$ cat src/rtl/flash_cfg_pkg.sv
package flash_cfg_pkg;

	// command codes seen on the link data lines
	localparam logic [15:0] CMD_CFG_SETUP = 16'h0060;
	localparam logic [15:0] CMD_CONF_READ_CFG = 16'h0003;
	localparam logic [15:0] CMD_CONF_DRIVE_CFG = 16'h0004;
	localparam logic [15:0] CMD_READ_ARRAY = 16'h00ff;
	localparam logic [15:0] CMD_READ_STATUS = 16'h0070;
	localparam logic [15:0] CMD_READ_ID = 16'h0090;
	localparam logic [15:0] CMD_READ_CFI = 16'h0098;
	localparam logic [15:0] CMD_CLEAR_STATUS = 16'h0050;

	// burst_read_config field positions
	localparam int READ_MODE_BIT = 15;
	localparam int LAT_MSB = 14;
	localparam int LAT_LSB = 11;
	localparam int WAIT_POL_BIT = 10;
	localparam int WAIT_EARLY_BIT = 8;
	localparam int BUS_IF_BIT = 4;
	localparam int BURST_MSB = 2;
	localparam int BURST_LSB = 0;
	localparam logic [2:0] BURST_WRAP8 = 3'h2;
	localparam logic [2:0] BURST_WRAP16 = 3'h3;
	localparam logic [2:0] BURST_LINEAR = 3'h7;
	localparam logic [3:0] LAT_MIN = 4'h3;
	localparam logic [3:0] LAT_MAX = 4'he;
	localparam logic [15:0] READ_CFG_RSVD_MASK = 16'h02e8;
	localparam logic [15:0] READ_CFG_RESET = 16'h8000;

	// output_drive_config
	localparam int DRIVE_MSB = 2;
	localparam logic [15:0] DRIVE_FIELD_MASK = 16'h0007;
	localparam logic [2:0] DRIVE_RESET = 3'h4;

	// identification-read offsets
	localparam logic [7:0] ID_OFS_MAKER = 8'h00;
	localparam logic [7:0] ID_OFS_PART = 8'h01;
	localparam logic [7:0] ID_OFS_READ_CFG = 8'h05;
	localparam logic [7:0] ID_OFS_DRIVE_CFG = 8'h06;

	// status word and fixed read values
	localparam logic [15:0] STATUS_READY = 16'h0080;
	localparam logic [15:0] STATUS_SEQ_ERR = 16'h0030;
	localparam logic [15:0] ARRAY_ERASED = 16'hffff;
	localparam logic [15:0] CFI_BLANK = 16'h0000;
	localparam logic WAIT_PIN_RESET = 1'b1;

	typedef enum logic [1:0] {
		MODE_ARRAY,
		MODE_STATUS,
		MODE_ID,
		MODE_CFI
	} read_mode_t;

	// controller register map (apb byte offsets)
	localparam logic [7:0] REG_VALUE = 8'h00;
	localparam logic [7:0] REG_DATA = 8'h04;
	localparam logic [7:0] REG_GO = 8'h08;
	localparam logic [7:0] REG_STATUS = 8'h0c;
	localparam logic [7:0] REG_SHIFT = 8'h10;
	localparam logic [1:0] OP_LOAD_READ_CFG = 2'h0;
	localparam logic [1:0] OP_LOAD_DRIVE_CFG = 2'h1;
	localparam logic [1:0] OP_SINGLE_WRITE = 2'h2;
	localparam logic [1:0] OP_SINGLE_READ = 2'h3;

endpackage

$ cat src/rtl/flash_link_if.sv
`timescale 1ns/100ps
interface flash_link_if;
	logic we;
	logic re;
	logic [15:0] addr;
	logic [15:0] wdata;
	logic [15:0] rdata;
	logic rvalid;
	logic burst_wait;

	modport ctrl (
		output we,
		output re,
		output addr,
		output wdata,
		input rdata,
		input rvalid,
		input burst_wait
	);

	modport mem (
		input we,
		input re,
		input addr,
		input wdata,
		output rdata,
		output rvalid,
		output burst_wait
	);
endinterface

$ cat src/rtl/flash_config_device.sv
`timescale 1ns/100ps
module flash_config_device #(
	parameter logic [15:0] MAKER_CODE = 16'h005a, // arbitrary value
	parameter logic [15:0] PART_CODE = 16'h0123 // arbitrary value
) (
	input wire logic pclk,
	input wire logic presetn,
	flash_link_if.mem link,
	output logic sync_mode,
	output logic [3:0] latency_code,
	output logic wait_high,
	output logic wait_early,
	output logic split_addr_muxed_bus,
	output logic [2:0] burst_length,
	output logic [2:0] drive_strength,
	output logic cmd_seq_error,
	output flash_cfg_pkg::read_mode_t read_mode
);

	typedef struct packed {
		logic [15:0] read_cfg;
		logic [2:0] drive;
		flash_cfg_pkg::read_mode_t mode;
		logic setup_seen;
		logic seq_err;
		logic rd_busy;
		logic [3:0] rd_cnt;
		logic [15:0] rd_addr;
		logic [15:0] rdata;
		logic rvalid;
		logic wait_pin;
	} dev_state_t;

	localparam dev_state_t DEV_RESET = '{
		read_cfg: flash_cfg_pkg::READ_CFG_RESET,
		drive: flash_cfg_pkg::DRIVE_RESET,
		mode: flash_cfg_pkg::MODE_ARRAY,
		setup_seen: 1'b0,
		seq_err: 1'b0,
		rd_busy: 1'b0,
		rd_cnt: 4'h0,
		rd_addr: 16'h0000,
		rdata: 16'h0000,
		rvalid: 1'b0,
		wait_pin: flash_cfg_pkg::WAIT_PIN_RESET
	};

	dev_state_t s_reg;
	dev_state_t s_next;
	logic [3:0] lat_eff;
	logic wait_active;

	// word returned for a read in the given mode and address
	function automatic logic [15:0] read_word(
		input flash_cfg_pkg::read_mode_t m,
		input logic [15:0] a,
		input dev_state_t st
	);
		logic [15:0] w;
		w = 16'h0000;
		unique case (m)
			flash_cfg_pkg::MODE_ARRAY: begin
				// no array behind this block: reads look erased
				w = flash_cfg_pkg::ARRAY_ERASED;
			end
			flash_cfg_pkg::MODE_STATUS: begin
				w = flash_cfg_pkg::STATUS_READY;
				if (st.seq_err) begin
					w = w | flash_cfg_pkg::STATUS_SEQ_ERR;
				end
			end
			flash_cfg_pkg::MODE_ID: begin
				// partition base is ignored, only the offset counts
				if (a[7:0] == flash_cfg_pkg::ID_OFS_MAKER) begin
					w = MAKER_CODE;
				end else if (a[7:0] == flash_cfg_pkg::ID_OFS_PART) begin
					w = PART_CODE;
				end else if (a[7:0] == flash_cfg_pkg::ID_OFS_READ_CFG) begin
					w = st.read_cfg;
				end else if (a[7:0] == flash_cfg_pkg::ID_OFS_DRIVE_CFG) begin
					w = {13'h0000, st.drive};
				end
			end
			flash_cfg_pkg::MODE_CFI: begin
				w = flash_cfg_pkg::CFI_BLANK;
			end
		endcase
		return w;
	endfunction

	// reserved latency codes below the floor run at the floor
	always_comb begin
		lat_eff = s_reg.read_cfg[flash_cfg_pkg::LAT_MSB:flash_cfg_pkg::LAT_LSB];
		if (lat_eff < flash_cfg_pkg::LAT_MIN) begin
			lat_eff = flash_cfg_pkg::LAT_MIN;
		end
	end

	// command decode, read timing and wait pin
	always_comb begin
		s_next = s_reg;
		s_next.rvalid = 1'b0;
		wait_active = 1'b0;

		if (link.we) begin
			if (s_reg.setup_seen) begin
				s_next.setup_seen = 1'b0;
				if (link.wdata == flash_cfg_pkg::CMD_CONF_READ_CFG) begin
					s_next.read_cfg = link.addr;
					s_next.mode = flash_cfg_pkg::MODE_ARRAY;
				end else if (link.wdata == flash_cfg_pkg::CMD_CONF_DRIVE_CFG) begin
					// no program-supply check on this path
					s_next.drive =
						link.addr[flash_cfg_pkg::DRIVE_MSB:0];
					s_next.mode = flash_cfg_pkg::MODE_ARRAY;
				end else begin
					// both registers keep their values
					s_next.seq_err = 1'b1;
					s_next.mode = flash_cfg_pkg::MODE_STATUS;
				end
			end else begin
				unique case (link.wdata)
					flash_cfg_pkg::CMD_CFG_SETUP: begin
						s_next.setup_seen = 1'b1;
						s_next.mode = flash_cfg_pkg::MODE_STATUS;
					end
					flash_cfg_pkg::CMD_READ_ARRAY: begin
						s_next.mode = flash_cfg_pkg::MODE_ARRAY;
					end
					flash_cfg_pkg::CMD_READ_STATUS: begin
						s_next.mode = flash_cfg_pkg::MODE_STATUS;
					end
					flash_cfg_pkg::CMD_READ_ID: begin
						s_next.mode = flash_cfg_pkg::MODE_ID;
					end
					flash_cfg_pkg::CMD_READ_CFI: begin
						s_next.mode = flash_cfg_pkg::MODE_CFI;
					end
					flash_cfg_pkg::CMD_CLEAR_STATUS: begin
						s_next.seq_err = 1'b0;
						s_next.mode = flash_cfg_pkg::MODE_STATUS;
					end
					default: begin
						// other command codes belong to array machinery
						s_next.mode = s_reg.mode;
					end
				endcase
			end
		end

		if (link.re && !s_reg.rd_busy) begin
			s_next.rd_addr = link.addr;
			if (s_reg.read_cfg[flash_cfg_pkg::READ_MODE_BIT]) begin
				// async: data next cycle, other fields ignored
				s_next.rdata = read_word(s_reg.mode, link.addr, s_reg);
				s_next.rvalid = 1'b1;
			end else begin
				s_next.rd_busy = 1'b1;
				s_next.rd_cnt = lat_eff;
			end
		end else if (s_reg.rd_busy) begin
			s_next.rd_cnt = s_reg.rd_cnt - 4'h1;
			if (s_reg.rd_cnt == 4'h1) begin
				s_next.rdata = read_word(s_reg.mode, s_reg.rd_addr, s_reg);
				s_next.rvalid = 1'b1;
				s_next.rd_busy = 1'b0;
			end
		end

		// wait is active while a sync read is pending, released one cycle before the word when the early bit is set
		wait_active = s_next.rd_busy;
		if (s_next.read_cfg[flash_cfg_pkg::WAIT_EARLY_BIT] &&
				s_next.rd_cnt == 4'h1) begin
			wait_active = 1'b0;
		end
		// polarity bit decides which level means "wait"
		s_next.wait_pin = wait_active ~^
			s_next.read_cfg[flash_cfg_pkg::WAIT_POL_BIT];
	end

	// state register; the pin only moves on clock edges
	always_ff @(posedge pclk or negedge presetn) begin
		if (!presetn) begin
			s_reg <= DEV_RESET;
		end else begin
			s_reg <= s_next;
		end
	end

	// link outputs
	assign link.rdata = s_reg.rdata;
	assign link.rvalid = s_reg.rvalid;
	assign link.burst_wait = s_reg.wait_pin;

	// configuration fields seen by the rest of the chip
	assign sync_mode = ~s_reg.read_cfg[flash_cfg_pkg::READ_MODE_BIT];
	assign latency_code =
		s_reg.read_cfg[flash_cfg_pkg::LAT_MSB:flash_cfg_pkg::LAT_LSB];
	assign wait_high = s_reg.read_cfg[flash_cfg_pkg::WAIT_POL_BIT];
	assign wait_early = s_reg.read_cfg[flash_cfg_pkg::WAIT_EARLY_BIT];
	assign split_addr_muxed_bus =
		s_reg.read_cfg[flash_cfg_pkg::BUS_IF_BIT];
	assign burst_length =
		s_reg.read_cfg[flash_cfg_pkg::BURST_MSB:flash_cfg_pkg::BURST_LSB];
	assign drive_strength = s_reg.drive;
	assign cmd_seq_error = s_reg.seq_err;
	assign read_mode = s_reg.mode;

endmodule

$ cat src/flat_wrapper.sv
// flat-port wrapper written by rule: the top's interface ports become plain ports
module flash_config_device_flat 
#(
	parameter logic [15:0] MAKER_CODE = 16'h005a,                   
	parameter logic [15:0] PART_CODE = 16'h0123                   
)
  (pclk, presetn, sync_mode, latency_code, wait_high, wait_early, split_addr_muxed_bus, burst_length, drive_strength, cmd_seq_error, read_mode, link_we, link_re, link_addr, link_wdata, link_rdata, link_rvalid, link_burst_wait);
  flash_link_if link_i ();
  input wire logic pclk;
  input wire logic presetn;
  output logic sync_mode;
  output logic [3:0] latency_code;
  output logic wait_high;
  output logic wait_early;
  output logic split_addr_muxed_bus;
  output logic [2:0] burst_length;
  output logic [2:0] drive_strength;
  output logic cmd_seq_error;
  output flash_cfg_pkg::read_mode_t read_mode;
  input wire logic [$bits(link_i.we)-1:0] link_we;
  input wire logic [$bits(link_i.re)-1:0] link_re;
  input wire logic [$bits(link_i.addr)-1:0] link_addr;
  input wire logic [$bits(link_i.wdata)-1:0] link_wdata;
  output wire logic [$bits(link_i.rdata)-1:0] link_rdata;
  output wire logic [$bits(link_i.rvalid)-1:0] link_rvalid;
  output wire logic [$bits(link_i.burst_wait)-1:0] link_burst_wait;
  assign link_i.we = link_we;
  assign link_i.re = link_re;
  assign link_i.addr = link_addr;
  assign link_i.wdata = link_wdata;
  assign link_rdata = link_i.rdata;
  assign link_rvalid = link_i.rvalid;
  assign link_burst_wait = link_i.burst_wait;
  flash_config_device #(.MAKER_CODE(MAKER_CODE), .PART_CODE(PART_CODE)) u_core (.pclk(pclk), .presetn(presetn), .link(link_i), .sync_mode(sync_mode), .latency_code(latency_code), .wait_high(wait_high), .wait_early(wait_early), .split_addr_muxed_bus(split_addr_muxed_bus), .burst_length(burst_length), .drive_strength(drive_strength), .cmd_seq_error(cmd_seq_error), .read_mode(read_mode));
endmodule
$ cat config.mk
export PLATFORM = sky130hd
export DESIGN_NAME = flash_config_device_flat
export DESIGN_NICKNAME = d
export VERILOG_FILES = /design/src/rtl/flash_cfg_pkg.sv /design/src/rtl/flash_link_if.sv /design/src/rtl/flash_config_device.sv /design/src/flat_wrapper.sv
export SDC_FILE = /design/constraint.sdc
export NUM_CORES = 1
export LEC_CHECK = 0
export ABC_CLOCK_PERIOD_IN_PS = 1900
export BUFFER_PORTS_ARGS = -buffer_cell sky130_fd_sc_hd__buf_2
export CORE_MARGIN = 8
export CORE_UTILIZATION = 40
export CTS_CLUSTER_SIZE = 14
export DETAILED_ROUTE_END_ITERATION = 10
export PLACE_DENSITY_LB_ADDON = 0.05
export SETUP_SLACK_MARGIN = 0.3
export SYNTH_ARGS = -nofsm -noshare
export SYNTH_HDL_FRONTEND = slang
export SYNTH_SLANG_ARGS = --single-unit
$ cat constraint.sdc
create_clock -name pclk -period 1.9 [get_ports pclk]
set_clock_uncertainty 0.05 [all_clocks]
set_input_delay 0.57 -clock pclk [delete_from_list [all_inputs] [get_ports pclk]]
set_output_delay 0.57 -clock pclk [all_outputs]
set_load 0.005 [all_outputs]
==> run summary, run 1 <==
The number of buffer cells added on primary ports is 70. For this run, the total global-route usage over all layers was measured as 15.5%. The area overhead of the layout relative to synthesis is 39.6%, and the count of final max-slew check failures is 0. The TritonCTS buffer count came out at 5.

The setup path with the least slack is of type flop to flop. A synthesized cell averages 10.1 µm². Final hold violation count: 0. For this run, the share of the core covered by cells in the final layout is 56.3%. Before antenna repair, the detailed router went through 5 iterations. The count of pins on the block boundary came out at 71. Entering global routing, the biggest net connects 55 pins.

The fill cell instance count of the final layout was 680. For this design the ratio of total power to cell area is 1010 nW/µm². For the worst-skew pair later-pin latency, the log shows 0.32 ns. STA classifies the critical path startpoint as a flop. The cell count of the worst reg-to-reg path is 5, and the via count of the first global-routing pass is 2,604. The number of different library cells used by synthesis comes to 64.

The tools report the initial antenna violation count as 0. The fraction of synthesized cell area taken by the top area cell type works out to 41.8%. The number of antenna diodes in the final layout is 0. For this run, global-route usage on met2 was measured as 24.3%. TritonCTS built the clock tree. The most critical setup path has its startpoint at u_core.s_reg[38]. For the post-synthesis instance area, the log shows 3050 µm². Of the cells placed in the final design, the portion with a size suffix greater than 1 is 54.6%.

The worst hold path belongs to the class input pin to asynchronous set/reset pin. The slowest cell on the critical path is sky130_fd_sc_hd__dfrtp_1. The height of the die is 103 µm. The first global-routing pass estimated 12,900 µm of wire. The die covers 10,700 µm². For the count of endpoints failing setup in the final report, the log shows 0. In this run, placement finished with an instance count of 471. Clock-pin slew was measured on the worst setup and hold paths at 0.11 ns. For this run, global-route usage on met3 was measured as 3.21%. The sequential area share after synthesis came out at 44.4%. The worst setup path is captured at a flop. The run finished with clean final reports. The post-route non-filler standard cell count was 503; the width of the chip was 103 µm.

The H-tree was split into 2 levels. The actual slew at the worst max-slew pin is 0.541 ns, and the max-cap violation count is 0. After technology mapping, the gate count stands at 303. The run gives 21.4% as the met1 track utilization from global routing.

The remaining max-slew budget at the tightest pin came out at 63.7%. For the count of nets left with antenna violations after detail routing, the log shows 0. The most common cell in the netlist is sky130_fd_sc_hd__dfrtp_1. VDD sags by at most 0.683 mV.

The largest delay contributor family on the critical path was compound AO/OA/AOI/OAI gates. The startpoint identified for the worst register-to-register timing path is u_core.s_reg[38]. The number of register bits inferred by synthesis was 54; the ratio of routed vias to standard cells was 5.08. The analysis attributes to cell leakage a power of 1.97 nW. The count of routing violations after the opening detailed-route iteration was 64; the register area was 1360 µm². Counting buffers and inverters, the worst setup path is 5 cells deep. The largest single stage delay on the critical path is 0.49 ns. CTS saw 54 sinks. In the synthesized netlist the async set-or-reset flop fraction comes to 100%. The required time reported for the critical path endpoint was 2.09 ns.

Summed over all instances, the cell type with the most area after synthesis is sky130_fd_sc_hd__dfrtp_1. The tools report the arrival time at the worst endpoint as 2.00 ns. For the internal reg-to-reg setup slack, the log shows 0.08 ns. The global routing stage identified its most utilized layer as met2. The signal on the critical path passes through buf_4 > nor4_2 > a211oi_1 > o41ai_4 > xor2_1. Summing all multi-input logic gate instances after layout gives 1680 µm². The total nets after synthesis came out at 341.

Across all layers, the routed design uses 2,554 vias. The most critical setup path has its endpoint at u_core.link.burst_wait. The synthesized design contains 0 enable-type register cells. In the final routed layout, each cell accounts on average for 16.1 µm. The tools report the number of warning messages in the yosys log as 0. The buffers plus inverters on the worst setup path works out to 1.

The clock period minus worst slack is 1.82 ns, and the largest driver fanout on the critical path is 8. The global-route congestion overflow total is 0, and the routability congestion estimate is 0.820. Count of unresolved DRC violations after routing: 0.

The worst path uses 95.6% of the clock period. Ranked by total cell area, the synthesized netlist is headed by sky130_fd_sc_hd__dfrtp_1 (42%), sky130_fd_sc_hd__mux2_2 (9.2%), sky130_fd_sc_hd__buf_4 (6.9%), sky130_fd_sc_hd__nand2_1 (3.6%), sky130_fd_sc_hd__nor2_1 (3.1%). For this run, the post-layout net count is 438.

The register with the most flip-flops in the layout has 20 of them. After floorplanning, the core was sized to cover 7570 µm². The deepest clock path buffer count came out at 2.

The endpoint of the lowest-slack register-to-register path was u_core.link.burst_wait. Derived from the worst setup path, the maximum achievable clock frequency is 551 MHz. For the effective utilization at floorplan, the log shows 40.3%. The tree is rooted in a sky130_fd_sc_hd__clkbuf_8. The most common flop cell mapped by yosys is sky130_fd_sc_hd__dfrtp_1. The number of cell rows was 32; the sum of net half-perimeters after detailed placement was 6010 µm. Setup repair after global routing could not meet its margin everywhere. For this block, the routed nets add up to 8100 µm of wire.

Ranked by instance count, the synthesized netlist is headed by sky130_fd_sc_hd__dfrtp_1 (51), sky130_fd_sc_hd__nand2_1 (29), sky130_fd_sc_hd__buf_4 (28).
## cells in the final DEF, fill, tap and decap left out, types with 4 or more instances in the layout
cell type,Yosys,routed
sky130_fd_sc_hd__nor2_1,25,20
sky130_fd_sc_hd__clkbuf_8,0,5
sky130_fd_sc_hd__nand2_1,29,27
sky130_fd_sc_hd__a21oi_1,11,11
sky130_fd_sc_hd__nor2_4,2,4
sky130_fd_sc_hd__nor2b_1,5,4
sky130_fd_sc_hd__o21ai_0,9,5
sky130_fd_sc_hd__nor2_2,1,4
sky130_fd_sc_hd__inv_1,9,6
sky130_fd_sc_hd__nand3_1,7,5
sky130_fd_sc_hd__nor3_1,7,6
sky130_fd_sc_hd__buf_6,0,24
sky130_fd_sc_hd__buf_2,3,58
sky130_fd_sc_hd__mux2_2,25,24
sky130_fd_sc_hd__dfrtp_1,51,51
sky130_fd_sc_hd__buf_4,28,42
sky130_fd_sc_hd__o21ai_1,6,7
## routing by layer
layer / share of wire [%] / wire length (µm) / vias to the layer above
li1: - / - / 1264
met1: 47 / 3830 / 1237
met2: 47 / 3820 / 49
met3: 5.0 / 401 / 4
met4: 0.59 / 48 / 0
met5: 0 / 0 / -
## timing repair
| action | CTS | global route |
|---|---|---|
| resized for setup | 33 | 35 |
| endpoints found under the setup margin | 41 | 45 |
| hold buffers | 0 | 0 |
| setup buffers | 14 | 10 |
| pin swaps | 21 | 11 |
## worst min path at each step
| stage | slack, ns | depth (start not counted) | from | endpoint |
|---|---|---|---|---|
| floorplan | 0.22 | 0 | presetn | u_core.burst_length[0] |
| global placement | 0.42 | 2 | u_core.link.rdata[9] | u_core.link.rdata[9] |
| detailed placement | 0.42 | 2 | u_core.link.rdata[11] | u_core.link.rdata[11] |
| CTS | 0.19 | 2 | presetn | u_core.link.rdata[5] |
| global route | 0.20 | 2 | presetn | u_core.s_reg[51] |
| finish | 0.18 | 2 | presetn | u_core.s_reg[51] |
## per-stage QoR
stage                     power (mW)  hold slack (ns)  instance area (µm²)  setup TNS, ns  worst slack, ns
after floorplan                 2.69            0.224                 3150              0         0.000981
final                           4.30            0.178                 4260              0           0.0840
after global routing            4.57            0.198                 4260              0         0.000111
after CTS                       4.05            0.194                 4010              0            0.101
after detailed placement        2.99            0.421                 3620          -5.07           -0.226
after global placement          2.98            0.416                 3620          -4.38           -0.199
## cell families after synthesis
group / count (synthesis) / synth area share (%)
and+or+nand+nor: 114 / 21.7
muxes: 28 / 10.2
adders and majority gates: 2 / 0.820
xor gates and xnor gates: 2 / 0.574
DFF: 54 / 44.4
AOI/OAI and AO/OA: 57 / 13.0
buffers and inverters: 46 / 9.22
## power by group
| part | switching, mW | internal (mW) |
|---|---|---|
| logic | 0.754 | 0.864 |
| clock network | 0.406 | 0.528 |
| registers | 0.270 | 1.47 |
| total | 1.43 | 2.87 |
## layout make-up
| type | instances | area share, % |
|---|---|---|
| Timing Repair Buffer | 127 | 21.7 |
| Inverter | 9 | 0.793 |
| Sequential cell | 54 | 31.8 |
| Tap cell | 102 | 3.00 |
| Multi-Input combinational cell | 203 | 39.4 |
| Clock inverter | 3 | 1.62 |
| Clock buffer | 5 | 1.62 |
(Power assumes the default switching activity.)
==> run 2, diff against run 1 <==
--- a/config.mk
+++ b/config.mk
@@ -7,7 +7,7 @@
 export LEC_CHECK = 0
 export ABC_CLOCK_PERIOD_IN_PS = 1900
 export BUFFER_PORTS_ARGS = -buffer_cell sky130_fd_sc_hd__buf_2
-export CORE_MARGIN = 8
+export CORE_MARGIN = 5
 export CORE_UTILIZATION = 40
 export CTS_CLUSTER_SIZE = 14
 export DETAILED_ROUTE_END_ITERATION = 10
==> run summary, run 2 (synthesis results as in run 1) <==
The final hold violation count is 0 (unchanged). Cell count of the worst reg-to-reg path: 5 (unchanged). For the total routing resource utilization after global routing, the log shows 16.8% (+1.2 points). The fraction of layout cells with a size suffix above 1 was 55.7% (+1.1 points); the deepest clock path buffer count was 2 (unchanged). For the remaining max-slew budget at the tightest pin, the log shows 67.1% (+3.3 points). The tools report the worst-skew pair later-pin latency as 0.31 ns (about the same).

TritonCTS built the clock tree. The register clock-pin slew on the reported worst setup and hold paths was 0.10 ns (about the same). The arrival time at the worst endpoint came out at 1.93 ns (-0.07 ns). The first-pass GRT wire length was 13,100 µm (+1.7%). The routability congestion estimate is 0.853 (+4.0%), and the share of total power in the clock network is 18.7% (-3.1 points). The startpoint identified for the worst register-to-register timing path is u_core.s_reg[38]. The clock period minus worst slack is 1.79 ns (-0.0310 ns). The area overhead of the layout relative to synthesis is 37.8%, and the TritonCTS buffer count is 5 (unchanged).

The tools report the launch point of the worst path as link_wdata[13]. The count of endpoints failing setup in the final report was 0 (unchanged); the largest driver fanout on the critical path was 2 (-6). The utilization after layout was 57.3% (+1.0 points). Actual slew at the worst max-slew pin: 0.491 ns (-0.0498 ns). The library cell used most frequently in the layout, excluding fill and tap cells, is sky130_fd_sc_hd__buf_2. The internal reg-to-reg setup slack came out at 0.14 ns (+0.06 ns).

The number of diodes is 0 (unchanged). The switching component of the power is 1.38 mW (-3.2%), and the worst hold slack across all endpoints is 0.191 ns (+0.0131 ns). The logs give 2.05 ns (-0.04 ns) for the required time reported for the critical path endpoint and 8000 µm (-1.2%) for the total routed wirelength. Cell area after placement: 3610 µm² (-0.10%). The worst min-delay path class is input pin to asynchronous set/reset pin. The wire length on met2 is 3950 µm (+3.3%). The met3 layer wire length in the routed design is 349 µm (-13%). The endpoint identified for the worst register-to-register timing path is u_core.link.burst_wait. The width of the chip is 97.3 µm (-5.8%). Sum of net half-perimeters after detailed placement: 5950 µm (-0.93%). The final-layout setup total negative slack was 0 ns (unchanged); the full die area was 9480 µm² (-11%). The length of the first detailed-routing pass in iterations is 4 (-1). In the layout the commonest cells are sky130_fd_sc_hd__buf_2 (61), sky130_fd_sc_hd__dfrtp_1 (51), sky130_fd_sc_hd__buf_4 (40). The tools report the count of nets left with antenna violations after detail routing as 0 (unchanged). Setup repair after global routing could not meet its margin everywhere. For the sequential power share, the log shows 43.0% (+2.4 points). The register area was 1360 µm² (unchanged). For the post-placement setup slack, the log shows -0.217 ns (+0.00916 ns).

The maximum frequency from static timing analysis was 560 MHz (+1.7%). The average wire per standard cell is 16.2 µm (+0.61%). The detailed router used layers up to and including met4. The cell-internal power was 2.69 mW (-6.2%).

The number of flip-flops under the largest register name was 20 (unchanged). Core footprint: 7330 µm² (-3.1%). The switching part of the total power is 34.0% (+0.72 points), and the count of unresolved DRC violations after routing is 0 (unchanged). The run gives 1.93 nW (-1.9%) as the leakage power summed over all cells. The ratio of routed vias to standard cells is 5.20 (+2.3%). The number of buffer cells added on primary ports came out at 70 (unchanged). The tools report the count of routing violations after the opening detailed-route iteration as 82 (+28%).

The via total after detailed routing is 2,567 (+0.51%). The master cell of the clock root buffer is sky130_fd_sc_hd__clkbuf_8. The number of cell rows was 31 (-3.1%); the combinational group share of total power was 38.3% (+0.6 points). The H-tree depth is 2 (unchanged). The multi-input gate area in the final layout is 1720 µm² (+2.4%).

The count of pins on the block boundary is 71 (unchanged). For the smallest setup slack after layout, the log shows 0.115 ns (+0.0310 ns). STA classifies the critical path startpoint as an input pin. The design area came out at 4200 µm² (-1.3%). The height of the die came out at 97.3 µm (-5.8%). The period utilization is 93.9% (-1.6 points).

Fill cell instance count of the final layout: 689 (+1.3%). By startpoint and endpoint, the worst setup path is classified as input pin to flop. The critical path ends at u_core.read_mode[1]. The logs give 433 (-1.1%) for the count of nets after finishing and 54 (unchanged) for the clock sink count. The peak supply drop was 0.453 mV (-34%); the routed metal-1 wirelength was 3670 µm (-4.1%).

The ratio of total power to cell area was 969 nW/µm² (-4.0%); the pin count of the biggest net entering global routing was 55 (unchanged). For the via count of the first global-routing pass, the log shows 2,652 (+1.8%). For the max-cap violation count, the log shows 0 (unchanged).

The tools report the count of final max-slew check failures as 0 (unchanged). The tools report the global-route congestion overflow total as 0 (unchanged). For the initial antenna violation count, the log shows 0 (unchanged). The tools report the effective utilization at floorplan as 41.6% (+1.3 points). The run finished with clean final reports. The type of element capturing the critical path is a flop.
## run 2: cell count changes in the layout (fill, tap and decap cells not counted), moves of 2 or more
cell                      before  now
sky130_fd_sc_hd__nor3_1        6    4
sky130_fd_sc_hd__buf_6        24   18
sky130_fd_sc_hd__mux2_2       24   22
sky130_fd_sc_hd__a32oi_1       2    0
sky130_fd_sc_hd__buf_4        42   40
sky130_fd_sc_hd__o21ai_1       7   10
sky130_fd_sc_hd__mux2_4        1    3
sky130_fd_sc_hd__a32oi_2       0    2
sky130_fd_sc_hd__o21ai_0       5    3
sky130_fd_sc_hd__buf_2        58   61
sky130_fd_sc_hd__nor3_2        2    4
## run 2: worst min path at each step
stage | slack [ns] | cells after the start | start | to
finish | 0.19 | 2 | presetn | u_core.split_addr_muxed_bus
global route | 0.21 | 2 | presetn | u_core.link.rdata[5]
CTS | 0.20 | 2 | presetn | u_core.link.rvalid
global placement | 0.42 | 2 | u_core.link.rdata[9] | u_core.link.rdata[9]
floorplan | 0.22 | 0 | presetn | u_core.burst_length[0]
detailed placement | 0.42 | 2 | u_core.link.rdata[9] | u_core.link.rdata[9]
## run 2: area by class of cell
type                    instances  area share [%]
flip-flops and latches         54            32.2
inverters                       9           0.804
clock buffers                   5            1.64
well taps                      99            2.95
multi-input cells             203            40.9
clock inverters                 2           0.923
repair buffers                122            20.5
## run 2: timing repair
action                     4_1_cts  5_1_grt
setup endpoints to repair       41       44
pin swaps                       14        7
cloned                           0        0
hold buffers                     0        0
resized for setup               37       32
buffers inserted                12        7
## run 2: critical path, cell delays in order
cell and delay [ns]:
sky130_fd_sc_hd__buf_6 0.10, sky130_fd_sc_hd__nor4_4 0.30, sky130_fd_sc_hd__and2_4 0.22, sky130_fd_sc_hd__buf_12 0.10, sky130_fd_sc_hd__nand3_4 0.07, sky130_fd_sc_hd__o21ai_4 0.18
sky130_fd_sc_hd__o21ai_2 0.09, sky130_fd_sc_hd__mux2_4 0.30
## run 2: per-layer routing
metal | up-vias | global-route usage, %
li1 | 1247 | -
met1 | 1262 | 22.8
met2 | 54 | 27.9
met3 | 4 | 3.30
met4 | 0 | 3.30
met5 | - | 0
## run 2: power groups by stage
stage | registers (mW) | logic (mW) | clock network, mW
3_3_place_gp | 1.72 | 1.27 | 0
4_1_cts | 1.72 | 1.43 | 0.792
3_5_place_dp | 1.73 | 1.28 | 0
2_1_floorplan | 1.66 | 1.02 | 0
5_1_grt | 1.80 | 1.72 | 0.828
6_report | 1.75 | 1.56 | 0.763
## run 2: metrics by stage
| stage | total power, mW | instances |
|---|---|---|
| 6_report | 4.07 | 494 |
| 5_1_grt | 4.35 | 494 |
| 2_1_floorplan | 2.69 | 303 |
| 3_5_place_dp | 3.01 | 468 |
| 3_3_place_gp | 2.99 | 468 |
| 4_1_cts | 3.95 | 487 |
==> run 3, diff against run 2 <==
--- a/config.mk
+++ b/config.mk
@@ -7,6 +7,8 @@
 export LEC_CHECK = 0
 export ABC_CLOCK_PERIOD_IN_PS = 1900
 export BUFFER_PORTS_ARGS = -buffer_cell sky130_fd_sc_hd__buf_2
+export CELL_PAD_IN_SITES_DETAIL_PLACEMENT = 1
+export CELL_PAD_IN_SITES_GLOBAL_PLACEMENT = 1
 export CORE_MARGIN = 5
 export CORE_UTILIZATION = 40
 export CTS_CLUSTER_SIZE = 14
==> run summary, run 3 (synthesis results as in run 1) <==
The met1 track utilization from global routing is 24.5% (+1.6 points). The number of flip-flops under the largest register name was 20 (unchanged). For the count of routing violations after the opening detailed-route iteration, the log shows 71 (-13%). The critical path goes through buf_6 > or4_4 > nor2_2 > nand2_1 > nor3_2 > o221ai_2 > a31oi_1. For the length of the first detailed-routing pass in iterations, the log shows 4 (unchanged).

The post-route non-filler standard cell count was 502 (+1.6%). Average wire per standard cell: 18.1 µm (+12%). The tools report the number of cell rows as 31 (unchanged).

In the layout the commonest cells are sky130_fd_sc_hd__buf_2 (62), sky130_fd_sc_hd__dfrtp_1 (51), sky130_fd_sc_hd__buf_4 (40). The count of nets left with antenna violations after detail routing came out at 0 (unchanged). For the H-tree depth, the log shows 2 (unchanged). The first-pass GRT wire length is 14,800 µm (+13%), and the max-cap violation count is 0 (unchanged). The initial antenna violation count was 0 (unchanged); the count of pins on the block boundary was 71 (unchanged). The clock period minus worst slack is 1.92 ns (+0.134 ns), and the sum of net half-perimeters after detailed placement is 6470 µm (+8.6%). The instance count after placement with tap cells included was 472 (+0.85%). The type of element capturing the critical path was a flop.

The routability congestion estimate was 0.837 (-1.9%). The tools report the master cell of the clock root buffer as sky130_fd_sc_hd__clkbuf_8. The largest driver fanout on the critical path is 3 (+1). The cell area after placement came out at 3640 µm² (+0.83%). Compared with the post-synthesis result, the final layout area differs by 38.8%. Width of the chip: 97.3 µm (unchanged). The logs give 5 (unchanged) for the TritonCTS buffer count and 4240 µm² (+0.74%) for the design area. TritonCTS built the clock tree.

The final hold violation count came out at 0 (unchanged). The global-route congestion overflow total was 0 (unchanged); the remaining max-slew budget at the tightest pin was 73.7% (+6.6 points). The largest stage delay on the critical path was 0.56 ns (+0.26 ns).

Worst min-delay path class: input pin to asynchronous set/reset pin. The final reports fail on setup timing. Among all stages on the critical path, the largest delay is contributed by sky130_fd_sc_hd__or4_4. For the register area, the log shows 1360 µm² (unchanged). The library cell used most frequently in the layout, excluding fill and tap cells, is sky130_fd_sc_hd__buf_2.

The tools report the multi-input gate area in the final layout as 1700 µm² (-1.4%). Post-placement setup slack: -0.262 ns (-0.0448 ns). The smallest setup slack after layout is -0.0187 ns (-0.134 ns).

Start-to-end type of the worst setup path: input pin to flop. The run gives 9100 µm (+14%) as the total routed wirelength. The run finished, with violations left.

The total routing resource utilization after global routing is 19.1% (+2.3 points). The run gives 0.187 ns (-0.00444 ns) as the worst hold slack across all endpoints. The logs give 7330 µm² (unchanged) for the core footprint and 0 (unchanged) for the count of final max-slew check failures. The logs give 1 (+1) for the count of endpoints failing setup in the final report and 521 MHz (-7.0%) for the maximum frequency from static timing analysis. The number of diodes was 0 (unchanged); the fill cell instance count of the final layout was 815 (+18%). Arrival time at the worst endpoint: 2.11 ns (+0.18 ns). For the count of nets after finishing, the log shows 440 (+1.6%).

The period utilization came out at 101% (+7.0 points). The tools report the required time reported for the critical path endpoint as 2.09 ns (+0.04 ns). Setup repair after global routing could not meet its margin everywhere. The run gives 54 (unchanged) as the clock sink count. The met3 track utilization from global routing was 3.09% (-0.22 points). The tools report the leakage power summed over all cells as 1.98 nW (+2.3%). The tools report the effective utilization at floorplan as 41.6% (unchanged).

The fraction of layout cells with a size suffix above 1 was 53.8% (-1.9 points); the ratio of routed vias to standard cells was 5.24 (+0.82%). STA classifies the critical path startpoint as an input pin. The pin count of the biggest net entering global routing was 55 (unchanged).

The met2 global-route usage was 34.2% (+6.3 points). The tools report the peak supply drop as 0.443 mV (-2.2%). The number of buffer cells added on primary ports is 70 (unchanged). The deepest clock path buffer count is 2 (unchanged), and the via count of the first global-routing pass is 2,922 (+10%). Ratio of total power to cell area: 925 nW/µm² (-4.5%). The height of the die works out to 97.3 µm (unchanged).

The actual slew at the worst max-slew pin is 0.394 ns (-0.0973 ns). The tools report the full die area as 9480 µm² (unchanged). The tools report the worst-skew pair later-pin latency as 0.31 ns (about the same). The global routing's busiest layer is met2. The register clock-pin slew on the reported worst setup and hold paths is 0.10 ns (about the same), and the via total after detailed routing is 2,630 (+2.5%). The run gives 0 (unchanged) as the count of unresolved DRC violations after routing.
[run 3: changes by cell type in the layout (fill, tap and decap cells not counted), moves of 2 or more]
cell / before / now
sky130_fd_sc_hd__nand2_2: 4 / 2
sky130_fd_sc_hd__o21ai_0: 3 / 7
sky130_fd_sc_hd__o21ai_1: 10 / 6
sky130_fd_sc_hd__nor4_1: 0 / 2
sky130_fd_sc_hd__mux2_4: 3 / 8
sky130_fd_sc_hd__buf_6: 18 / 24
sky130_fd_sc_hd__mux2_2: 22 / 17
sky130_fd_sc_hd__nor4_2: 2 / 0
[run 3: final cells by class]
class / instances / area share, %
Multi-Input combinational cell: 203 / 40.1
Timing Repair Buffer: 129 / 22.1
Sequential cell: 54 / 32.0
Clock inverter: 3 / 0.502
Inverter: 9 / 0.798
Tap cell: 99 / 2.92
Clock buffer: 5 / 1.62
[run 3: critical path: cells and delay by family]
| kind | cells | cell delay [ns] |
|---|---|---|
| compound gates | 2 | 0.28 |
| buf+inv | 1 | 0.09 |
| simple gates | 4 | 1.16 |
[run 3: per-layer routing]
metal  vias up  share of wire [%]
met5         -                  0
met4         0               0.98
met3         7                3.5
met2        53                 51
met1      1313                 44
li1       1257                  -
[run 3: repair_timing]
| item | 4_1_cts | 5_1_grt |
|---|---|---|
| buffers inserted | 19 | 3 |
| endpoints found under the setup margin | 40 | 44 |
| hold buffers | 0 | 0 |
| resized for setup | 38 | 34 |
| pin swaps | 17 | 9 |
| endpoints found under the hold margin | 0 | 0 |
[run 3: per-stage QoR]
step,util [%],TNS [ns],power [mW]
2_1_floorplan,-,0,2.69
3_3_place_gp,49.7,-3.85,3.00
3_5_place_dp,49.7,-5.00,3.04
4_1_cts,55.2,0,3.85
5_1_grt,57.8,-0.200,4.19
6_report,57.8,-0.0187,3.92
[run 3: final timing paths]
kind / start / end / cells after the start / slack [ns]
setup / recovery: link_addr[3] / u_core.link.rdata[7] / 7 / -0.02
hold / removal: presetn / u_core.drive_strength[0] / 2 / 0.19
setup reg to reg: u_core.s_reg[61] / u_core.link.rdata[8] / 7 / 0.10
hold reg to reg: u_core.link.rdata[9] / u_core.link.rdata[9] / 2 / 0.43
max in group asynchronous: presetn / u_core.link.burst_wait / 2 / 1.30
min in group pclk: u_core.link.rdata[9] / u_core.link.rdata[9] / 2 / 0.43
[run 3: where the power goes]
group	internal, mW	leakage, nW	switching (mW)
clock network	0.260	0.0441	0.391
registers	1.47	0.684	0.280
logic	0.783	1.25	0.731
